File: src/hw/pgp_pkg.sv
// constants, field layout and carrier types of the three-generator pwm group
// assumes an apb slave with 32-bit data, one register per aligned word
package pgp_pkg;

    // register indices; byte address is four times the index
    localparam logic [5:0] IDX_SRC_GATE = 6'h33;
    localparam logic [5:0] IDX_GEN0_CTL = 6'h34;
    localparam logic [5:0] IDX_GEN1_CTL = 6'h35;
    localparam logic [5:0] IDX_GEN2_CTL = 6'h36;
    localparam logic [5:0] IDX_CLK_CFG  = 6'h37;
    localparam logic [5:0] IDX_UB_HIGH  = 6'h38;
    localparam logic [5:0] IDX_UB_LOW   = 6'h39;
    localparam logic [5:0] IDX_DUTY_H0  = 6'h3A;
    localparam logic [5:0] IDX_DUTY_L0  = 6'h3B;

    // source and gating register fields
    localparam int SRC_DOUBLE_BIT = 3;
    localparam int GATE_LSB       = 0;

    // generator control fields
    localparam int CTL_STATUS_BIT = 6;
    localparam int CTL_INVERT_BIT = 5;
    localparam int CTL_SEL_BIT    = 4;
    localparam int CTL_PIN_BIT    = 3;
    localparam int CTL_ROUTE_LSB  = 2;
    localparam int CTL_MIX_BIT    = 0;

    // clock register fields
    localparam int CLK_EN_BIT     = 7;
    localparam int CLK_PRE_LSB    = 4;
    localparam int CLK_SRC_BIT    = 0;

    // bound and duty field positions
    localparam int UBL_LSB        = 6;
    localparam int DTL_LSB        = 5;

    // gen2 pin route codes
    localparam logic [1:0] ROUTE_NONE = 2'h0;
    localparam logic [1:0] ROUTE_BIT0 = 2'h1;
    localparam logic [1:0] ROUTE_BIT7 = 2'h2;

    // reset values
    localparam logic [7:0] RST_REG8   = 8'h00;
    localparam logic [2:0] RST_DTL    = 3'h0;
    localparam logic [10:0] RST_DUTY  = 11'h000;
    localparam logic [10:0] RST_CNT   = 11'h000;
    localparam logic [6:0] RST_PRE    = 7'h00;

    typedef struct packed {
        logic       invert;
        logic       sel;
        logic [1:0] route;
        logic       mix_or;
    } pgp_genctl_s;

    typedef struct packed {
        logic out;
        logic oe;
    } pgp_pin_s;

endpackage

File: src/hw/pgp_top.sv
// three pwm generators on one shared 11-bit counter, apb register access
// assumes oscillator ticks and comparator result are synchronous to SYS_CLK
//
// Implementation choice: the APB interface to the registers.
`timescale 1ns/1ps
module pgp_top (
    // clock and reset
    input  wire logic        SYS_CLK,
    input  wire logic        NRST,
    // apb slave
    input  wire logic        PSEL,
    input  wire logic        PENABLE,
    input  wire logic        PWRITE,
    input  wire logic [7:0]  PADDR,
    input  wire logic [31:0] PWDATA,
    output logic      [31:0] PRDATA,
    output logic             PREADY,
    output logic             PSLVERR,
    // fast oscillator ticks, one-cycle pulses at 16 and 32 MHz
    input  wire logic        FAST_OSC_TICK,
    input  wire logic        FAST_OSC_X2_TICK,
    // comparator result
    input  wire logic        CMP_RESULT,
    // port a pins
    output logic             PORT_A_BIT0_OUT,
    output logic             PORT_A_BIT0_OE,
    output logic             PORT_A_BIT3_OUT,
    output logic             PORT_A_BIT3_OE,
    output logic             PORT_A_BIT4_OUT,
    output logic             PORT_A_BIT4_OE,
    output logic             PORT_A_BIT7_OUT,
    output logic             PORT_A_BIT7_OE
);

    logic [7:0]          src_gate_r;
    pgp_pkg::pgp_genctl_s ctl_r [3];
    logic [7:0]          clk_cfg_r;
    logic [7:0]          ub_high_r;
    logic [1:0]          ub_low_r;
    logic [2:0]          dtl_r [3];
    logic [7:0]          dth_r [3];
    logic [10:0]         duty_r [3];
    logic [10:0]         cnt_r;
    logic [6:0]          pre_r;
    logic [2:0]          gen_out_r;
    logic                half_r;
    logic                w2_prev_r;
    pgp_pkg::pgp_pin_s   pin0_r;
    pgp_pkg::pgp_pin_s   pin3_r;
    pgp_pkg::pgp_pin_s   pin4_r;
    pgp_pkg::pgp_pin_s   pin7_r;

    logic [5:0]  idx;
    logic        hit;
    logic        wr_en;
    logic        group_en;
    logic        src_tick;
    logic        pre_tick;
    logic [6:0]  pre_mask;
    logic [10:0] bound;
    logic [2:0]  raw;
    logic [2:0]  wave;
    logic [2:0]  sel_out;
    logic [31:0] rd_nxt;

    assign idx   = PADDR[7:2];
    assign hit   = (idx >= pgp_pkg::IDX_SRC_GATE) && (idx <= pgp_pkg::IDX_DUTY_L0 + 6'h4);
    assign wr_en = PSEL && PENABLE && PREADY && PWRITE && hit;

    // apb: answer in the second access cycle, errors on unmapped words
    always_ff @(posedge SYS_CLK or negedge NRST) begin
        if (!NRST) begin
            PREADY  <= 1'b0;
            PSLVERR <= 1'b0;
            PRDATA  <= 32'h0000_0000;
        end else begin
            PREADY  <= PSEL && PENABLE && !PREADY;
            PSLVERR <= PSEL && PENABLE && !PREADY && !hit;
            if (PSEL && PENABLE && !PREADY) begin
                PRDATA <= (PWRITE || !hit) ? 32'h0000_0000 : rd_nxt;
            end
        end
    end

    // read mux; write-only and reserved bits read as zero
    always_comb begin
        rd_nxt = 32'h0000_0000;
        case (idx)
            pgp_pkg::IDX_GEN0_CTL, pgp_pkg::IDX_GEN1_CTL, pgp_pkg::IDX_GEN2_CTL: begin
                for (int i = 0; i < 3; i++) begin
                    if (idx == pgp_pkg::IDX_GEN0_CTL + 6'(i)) begin
                        rd_nxt[pgp_pkg::CTL_STATUS_BIT] = gen_out_r[i];
                        rd_nxt[pgp_pkg::CTL_INVERT_BIT] = ctl_r[i].invert;
                        rd_nxt[pgp_pkg::CTL_SEL_BIT]    = ctl_r[i].sel;
                        if (i == 2) begin
                            rd_nxt[pgp_pkg::CTL_ROUTE_LSB +: 2] = ctl_r[i].route;
                        end else begin
                            rd_nxt[pgp_pkg::CTL_PIN_BIT] = ctl_r[i].route[1];
                        end
                        if (i == 0) begin
                            rd_nxt[pgp_pkg::CTL_MIX_BIT] = ctl_r[i].mix_or;
                        end
                    end
                end
            end
            pgp_pkg::IDX_CLK_CFG: rd_nxt[7:0] = clk_cfg_r;
            pgp_pkg::IDX_UB_HIGH: rd_nxt[7:0] = ub_high_r;
            pgp_pkg::IDX_UB_LOW:  rd_nxt[pgp_pkg::UBL_LSB +: 2] = ub_low_r;
            default: begin
                for (int i = 0; i < 3; i++) begin
                    if (idx == pgp_pkg::IDX_DUTY_H0 + 6'(2 * i)) begin
                        rd_nxt[7:0] = dth_r[i];
                    end
                    if (idx == pgp_pkg::IDX_DUTY_L0 + 6'(2 * i)) begin
                        rd_nxt[pgp_pkg::DTL_LSB +: 3] = dtl_r[i];
                    end
                end
            end
        endcase
    end

    // shared configuration registers
    always_ff @(posedge SYS_CLK or negedge NRST) begin
        if (!NRST) begin
            src_gate_r <= pgp_pkg::RST_REG8;
            clk_cfg_r  <= pgp_pkg::RST_REG8;
            ub_high_r  <= pgp_pkg::RST_REG8;
            ub_low_r   <= 2'h0;
        end else if (wr_en) begin
            case (idx)
                pgp_pkg::IDX_SRC_GATE: src_gate_r <= {4'h0, PWDATA[3:0]};
                pgp_pkg::IDX_CLK_CFG:  clk_cfg_r  <= {PWDATA[7:4], 3'h0, PWDATA[0]};
                pgp_pkg::IDX_UB_HIGH:  ub_high_r  <= PWDATA[7:0];
                pgp_pkg::IDX_UB_LOW:   ub_low_r   <= PWDATA[pgp_pkg::UBL_LSB +: 2];
                default: ;
            endcase
        end
    end

    // per-generator control and duty
    for (genvar g = 0; g < 3; g++) begin : gen_regs
        localparam logic [5:0] CTL_IDX = pgp_pkg::IDX_GEN0_CTL + 6'(g);
        localparam logic [5:0] DTH_IDX = pgp_pkg::IDX_DUTY_H0 + 6'(2 * g);
        localparam logic [5:0] DTL_IDX = pgp_pkg::IDX_DUTY_L0 + 6'(2 * g);

        always_ff @(posedge SYS_CLK or negedge NRST) begin
            if (!NRST) begin
                ctl_r[g] <= '0;
            end else if (wr_en && idx == CTL_IDX) begin
                ctl_r[g].invert <= PWDATA[pgp_pkg::CTL_INVERT_BIT];
                ctl_r[g].sel    <= PWDATA[pgp_pkg::CTL_SEL_BIT];
                if (g == 2) begin
                    ctl_r[g].route <= PWDATA[pgp_pkg::CTL_ROUTE_LSB +: 2];
                end else begin
                    ctl_r[g].route <= {PWDATA[pgp_pkg::CTL_PIN_BIT], 1'b0};
                end
                ctl_r[g].mix_or <= (g == 0) ? PWDATA[pgp_pkg::CTL_MIX_BIT] : 1'b0;
            end
        end

        // the high write commits both halves so the duty never shows a torn value
        always_ff @(posedge SYS_CLK or negedge NRST) begin
            if (!NRST) begin
                dtl_r[g]  <= pgp_pkg::RST_DTL;
                dth_r[g]  <= pgp_pkg::RST_REG8;
                duty_r[g] <= pgp_pkg::RST_DUTY;
            end else if (wr_en && idx == DTL_IDX) begin
                dtl_r[g] <= PWDATA[pgp_pkg::DTL_LSB +: 3];
            end else if (wr_en && idx == DTH_IDX) begin
                dth_r[g]  <= PWDATA[7:0];
                duty_r[g] <= {PWDATA[7:0], dtl_r[g]};
            end
        end

        assign raw[g] = cnt_r < duty_r[g];
        assign wave[g] = raw[g] ^ ctl_r[g].invert;
    end

    // clock source and prescale
    assign group_en = clk_cfg_r[pgp_pkg::CLK_EN_BIT];
    always_comb begin
        src_tick = 1'b1;
        if (clk_cfg_r[pgp_pkg::CLK_SRC_BIT]) begin
            src_tick = src_gate_r[pgp_pkg::SRC_DOUBLE_BIT] ? FAST_OSC_X2_TICK
                                                          : FAST_OSC_TICK;
        end
    end
    assign pre_mask = 7'((8'h01 << clk_cfg_r[pgp_pkg::CLK_PRE_LSB +: 3]) - 8'h01);
    assign pre_tick = src_tick && ((pre_r & pre_mask) == pre_mask);
    // bound bit 0 is not held by any register and counts as zero
    assign bound    = {ub_high_r, ub_low_r, 1'b0};

    always_ff @(posedge SYS_CLK or negedge NRST) begin
        if (!NRST) begin
            pre_r <= pgp_pkg::RST_PRE;
        end else if (!group_en) begin
            pre_r <= pgp_pkg::RST_PRE;
        end else if (src_tick) begin
            pre_r <= (pre_r & pre_mask) == pre_mask ? pgp_pkg::RST_PRE : pre_r + 7'h01;
        end
    end

    always_ff @(posedge SYS_CLK or negedge NRST) begin
        if (!NRST) begin
            cnt_r <= pgp_pkg::RST_CNT;
        end else if (!group_en) begin
            cnt_r <= pgp_pkg::RST_CNT;
        end else if (pre_tick) begin
            cnt_r <= (cnt_r >= bound) ? pgp_pkg::RST_CNT : cnt_r + 11'h001;
        end
    end

    // gen2 half rate: toggles on each rising edge of its wave
    always_ff @(posedge SYS_CLK or negedge NRST) begin
        if (!NRST) begin
            half_r    <= 1'b0;
            w2_prev_r <= 1'b0;
        end else if (!group_en) begin
            half_r    <= 1'b0;
            w2_prev_r <= 1'b0;
        end else begin
            w2_prev_r <= wave[2];
            if (wave[2] && !w2_prev_r) begin
                half_r <= !half_r;
            end
        end
    end

    // output selection and comparator gating
    always_comb begin
        sel_out[0] = wave[0];
        if (ctl_r[0].sel) begin
            sel_out[0] = ctl_r[0].mix_or ? (wave[0] | wave[1]) : (wave[0] ^ wave[1]);
        end
        sel_out[1] = ctl_r[1].sel ? wave[2] : wave[1];
        sel_out[2] = ctl_r[2].sel ? half_r : wave[2];
        for (int i = 0; i < 3; i++) begin
            if (src_gate_r[pgp_pkg::GATE_LSB + i] && !CMP_RESULT) begin
                sel_out[i] = 1'b0;
            end
        end
    end

    always_ff @(posedge SYS_CLK or negedge NRST) begin
        if (!NRST) begin
            gen_out_r <= 3'h0;
        end else begin
            gen_out_r <= group_en ? sel_out : 3'h0;
        end
    end

    // pin routing
    always_ff @(posedge SYS_CLK or negedge NRST) begin
        if (!NRST) begin
            pin0_r <= '0;
            pin3_r <= '0;
            pin4_r <= '0;
            pin7_r <= '0;
        end else begin
            pin3_r.oe  <= ctl_r[0].route[1];
            pin3_r.out <= ctl_r[0].route[1] && gen_out_r[0];
            pin4_r.oe  <= ctl_r[1].route[1];
            pin4_r.out <= ctl_r[1].route[1] && gen_out_r[1];
            pin0_r.oe  <= ctl_r[2].route == pgp_pkg::ROUTE_BIT0;
            pin0_r.out <= ctl_r[2].route == pgp_pkg::ROUTE_BIT0 && gen_out_r[2];
            pin7_r.oe  <= ctl_r[2].route == pgp_pkg::ROUTE_BIT7;
            pin7_r.out <= ctl_r[2].route == pgp_pkg::ROUTE_BIT7 && gen_out_r[2];
        end
    end

    assign PORT_A_BIT0_OUT = pin0_r.out;
    assign PORT_A_BIT0_OE  = pin0_r.oe;
    assign PORT_A_BIT3_OUT = pin3_r.out;
    assign PORT_A_BIT3_OE  = pin3_r.oe;
    assign PORT_A_BIT4_OUT = pin4_r.out;
    assign PORT_A_BIT4_OE  = pin4_r.oe;
    assign PORT_A_BIT7_OUT = pin7_r.out;
    assign PORT_A_BIT7_OE  = pin7_r.oe;

endmodule

File: config.mk
export PLATFORM = sky130hd
export DESIGN_NAME = pgp_top
export DESIGN_NICKNAME = d
export VERILOG_FILES = /design/src/hw/pgp_pkg.sv /design/src/hw/pgp_top.sv
export SDC_FILE = /design/constraint.sdc
export NUM_CORES = 1
export LEC_CHECK = 0
export BUFFER_PORTS_ARGS = -buffer_cell sky130_fd_sc_hd__buf_2
export CAP_MARGIN = 5
export CORE_MARGIN = 2
export CORE_UTILIZATION = 45
export CTS_BUF_LIST = sky130_fd_sc_hd__clkbuf_4 sky130_fd_sc_hd__clkbuf_8
export DETAILED_ROUTE_END_ITERATION = 6
export PLACE_DENSITY_LB_ADDON = 0.05
export SLEW_MARGIN = 30
export SYNTH_ARGS = -nofsm -noshare
export SYNTH_HDL_FRONTEND = slang
export SYNTH_SLANG_ARGS = --single-unit
File: constraint.sdc
create_clock -name SYS_CLK -period 2.9 [get_ports SYS_CLK]
set_clock_uncertainty 0.1 [all_clocks]
set_input_delay 0.29 -clock SYS_CLK [delete_from_list [all_inputs] [get_ports SYS_CLK]]
set_output_delay 0.29 -clock SYS_CLK [all_outputs]
set_load 0.05 [all_outputs]
==> summary.md <==
| Metric | Value |
|---|---|
| Number of hold-slack violations in the final timing report | `0` |
| # Max-Cap Violations | `0` |
| Series of cell instances along the critical path | `ha_1, a211oi_1, nand2_1, a211oi_1, a211oi_1, buf_4, xor2_1, ha_1, o21ai_0, nor3b_1, a211o_1` |
| Num CTS Buffers | `17` |
| DRT antenna net count | `0` |
| Synthesis-stage register bit count | `about 110` |
| Largest cells by area after synthesis | `sky130_fd_sc_hd__dfrtp_1, sky130_fd_sc_hd__ha_1, sky130_fd_sc_hd__mux2_2` |
| Top_reg_cell synth | `sky130_fd_sc_hd__dfrtp_1` |
| Largest net degree at the start of global routing | `39` |
| Clock tree from TritonCTS | `yes` |
| DIE WIDTH | `~120 um` |
| Worst-case headroom to the max-slew limit | `0.641` |
| Register clock-pin slew on the reported worst setup and hold paths | `roughly 70 ps` |
| Tightest Hold Check Type | `input port to register` |
| Overflow left after global routing | `0` |
| Sum of net half-perimeters after detailed placement | `about 13 mm` |
| Peak ir drop on the vdd network | `0.000368 V` |
| Worst-Skew Late Latency | `around 450 ps` |
| Combinational share of power | `0.240` |
| Buf/Inv on CP | `1` |
| Static leakage power | `~0.0036 uW` |
| Sequential share of the synthesized area | `0.433` |
| Count of endpoints failing setup in the final report | `0` |
| Clock group share of total power | `0.349` |
| Total core area | `about 0.014 mm2` |
| Net count of the finished layout | `796` |
| RSZ-0062 raised after global routing | `false` |
| Count of pins over their slew limit | `0` |
| Proportion of layout cells with a drive suffix above 1 | `0.205` |
| Register area | `0.00283 mm2` |
| Cell taking the most area after synthesis | `sky130_fd_sc_hd__dfrtp_1` |
| Most used cells in the layout excluding fill and tap cells | `sky130_fd_sc_hd__dfrtp_1, sky130_fd_sc_hd__nand2_1, sky130_fd_sc_hd__inv_1` |
| Switch Pwr | `1480 uW` |
| Starting density of the core | `0.454` |
| Antenna diode count | `0` |
| Number of antenna violations at the first check in global routing | `0` |
| Signal arrival time at the worst endpoint | `between 2000 and 3000 ps` |
| Global-route total usage across every layer | `0.234` |
| Crit-path max FO | `3` |
| Largest incremental delay on the critical path | `430 ps` |
| Max Clk Rate | `373 MHz` |
| Power Dens Cells | `slightly above 600 mW/mm2` |
| Category of the most critical setup path | `register to register` |
| Setup TNS after final layout | `0 ps` |
| Least setup slack across all paths after layout | `between 200 and 250 ps` |
| Number of H-tree levels | `4` |
| Worst Path Required | `approximately 3100 ps` |
| Post-layout total power | `around 4500 uW` |
| Placer congestion estimate | `0.924` |
| Synth Instances | `between 600 and 700` |
| Period Utilization, post-route | `0.923` |
| # fillers | `approximately 1300` |
| Sink count of the clock tree | `113` |
| Routed WL | `roughly 17 mm` |
| Post-CTS sizing | `0` |
| Actual transition at the worst max-transition pin | `roughly 540 ps` |
| Drt initial violations | `283` |
| CP max-delay cell | `sky130_fd_sc_hd__dfrtp_1` |
| Standard-cell rows | `44` |
| Share of power burned in registers | `0.411` |
| Synthesis Warnings | `0` |
| Syn avg cell area | `between 10 and 15 um2` |
| Post-synthesis cell type count | `69` |
| Gate family responsible for the most delay along the worst path | `compound AO/OA/AOI/OAI gates` |
| Place WS | `272 ps` |
| Vertical extent of the die | `around 120 um` |
| Final min period | `approximately 2700 ps` |
| Net switching fraction of the power | `0.325` |
| Result of the run | `finished clean` |
| Via total after detailed routing | `approximately 5000` |
| Drt first pass iters | `6` |
| Detailed-route vias per instance | `5.52` |
| Area share of the leading cell type in the synthesized netlist | `0.433` |
| Buffers added on ports | `39` |
| Area delta synth->final | `13.0%` |
| Multi-input combinational cell area | `between 0.003 and 0.004 mm2` |
| Most common cell after layout, fill and taps aside | `sky130_fd_sc_hd__dfrtp_1` |
| Root Buffer Master | `sky130_fd_sc_hd__clkbuf_8` |
| Top Ports | `90` |
| Most frequent cell on the critical path | `sky130_fd_sc_hd__a211oi_1` |
| Vias in the first global route | `a little over 5000` |
| Remaining routing DRC violations | `0` |
| Element type at the critical path start | `register` |
| Cell internal power dissipation | `approximately 3100 uW` |
| Number of buffers on the longest clock path | `2` |
| Routed wire length per instance | `a little under 20 um` |
| Global-route wire length before repair | `approximately 28 mm` |
| Die area | `around 0.015 mm2` |
| Post-synth design cell area | `about 0.0065 mm2` |
| Number of enable flip-flop cells after synthesis | `0` |
| Async SR Flop Fraction | `1.00` |
| Type of element capturing the critical path | `register` |
[state kept, by name (all words and copies together) (netlist names), 7 cells and up]
name       cells
dtl_r          9
ctl_r         11
PRDATA         8
ub_high_r      8
pre_r          7
dth_r         24
duty_r         9
cnt_r         11
[power groups by stage]
stage | Clock, uW | Sequential (uW) | Combinational, uW
after floorplan | 0 | 1860 | 766
after global placement | 0 | 1890 | 1060
after detailed placement | 0 | 1900 | 1080
after CTS | 1610 | 1870 | 1090
after global routing | 1690 | 1890 | 1220
final | 1590 | 1870 | 1090
[per-stage QoR]
| stage | instances | instance area [um2] | util | hold slack (ps) |
|---|---|---|---|---|
| floorplan | 667 | 6610 | - | -106 |
| global placement | 869 | 6950 | 0.483 | 36.8 |
| detailed placement | 869 | 6950 | 0.483 | 37.3 |
| CTS | 902 | 7370 | 0.513 | 42.6 |
| global route | 902 | 7370 | 0.513 | 73.3 |
| finish | 902 | 7370 | 0.513 | 53.3 |
[worst min-delay path: stages]
cell and delay (ps):
sky130_fd_sc_hd__buf_2 150, sky130_fd_sc_hd__nand2_1 60, sky130_fd_sc_hd__o21ai_1 50
[what timing repair did]
action | 4_1_cts | 5_1_grt
hold buffers | 1 | 0
buffers inserted | 0 | 0
hold endpoints to repair | 113 | 0
[Yosys cell counts (6+ instances only)]
library cell	number
sky130_fd_sc_hd__clkbuf_1	8
sky130_fd_sc_hd__nand2_1	63
sky130_fd_sc_hd__mux2_1	21
sky130_fd_sc_hd__buf_4	28
sky130_fd_sc_hd__mux2i_1	9
sky130_fd_sc_hd__and2_1	9
sky130_fd_sc_hd__buf_2	8
sky130_fd_sc_hd__o21ai_1	26
sky130_fd_sc_hd__nor2_1	24
sky130_fd_sc_hd__mux2_2	27
sky130_fd_sc_hd__nor2b_1	7
sky130_fd_sc_hd__nand3_1	14
sky130_fd_sc_hd__ha_1	43
sky130_fd_sc_hd__and3_1	10
sky130_fd_sc_hd__dfrtp_1	113
sky130_fd_sc_hd__inv_1	54
sky130_fd_sc_hd__a22o_1	10
sky130_fd_sc_hd__nor3_1	6
sky130_fd_sc_hd__nand2b_1	6
sky130_fd_sc_hd__o21ai_0	34
sky130_fd_sc_hd__a21oi_1	24
[worst paths after layout]
path,cells past startpoint,startpoint,slack [ps],to
worst max-delay path,11,cnt_r[8],220,gen_out_r[0]
worst min-delay path,3,PWDATA[1],50,dth_r[1]
worst max register to register,11,cnt_r[8],220,gen_out_r[0]
worst min register to register,0,ctl_r[7],320,PORT_A_BIT4_OE
max in group asynchronous,3,NRST,1900,dtl_r[5]
min in group asynchronous,2,NRST,110,PORT_A_BIT3_OUT
[routing by layer]
layer | vias to the layer above | part of all wire | track usage
li1 | 2354 | - | -
met1 | 2464 | 0.46 | 0.318
met2 | 134 | 0.47 | 0.375
met3 | 28 | 0.046 | 0.0412
met4 | 0 | 0.027 | 0.0912
met5 | - | 0 | 0
[kinds of logic after synthesis]
logic type | share of synthesized area
muxes | 0.114
buffers and inverters | 0.0775
AOI/OAI and AO/OA | 0.150
and+or+nand+nor | 0.134
DFF | 0.433
other | 0.000575
adders and majority gates | 0.0825
xor gates and xnor gates | 0.00805
[final cells by class]
type | count | share of cell area
tap | 184 | 0.0312
timing repair buffer | 64 | 0.0543
inverter | 57 | 0.0290
sequential | 113 | 0.384
clock inverter | 11 | 0.0183
clock buffer | 21 | 0.0384
multi-input combinational | 452 | 0.445
No activity file was read; power rests on OpenSTA's default activity.
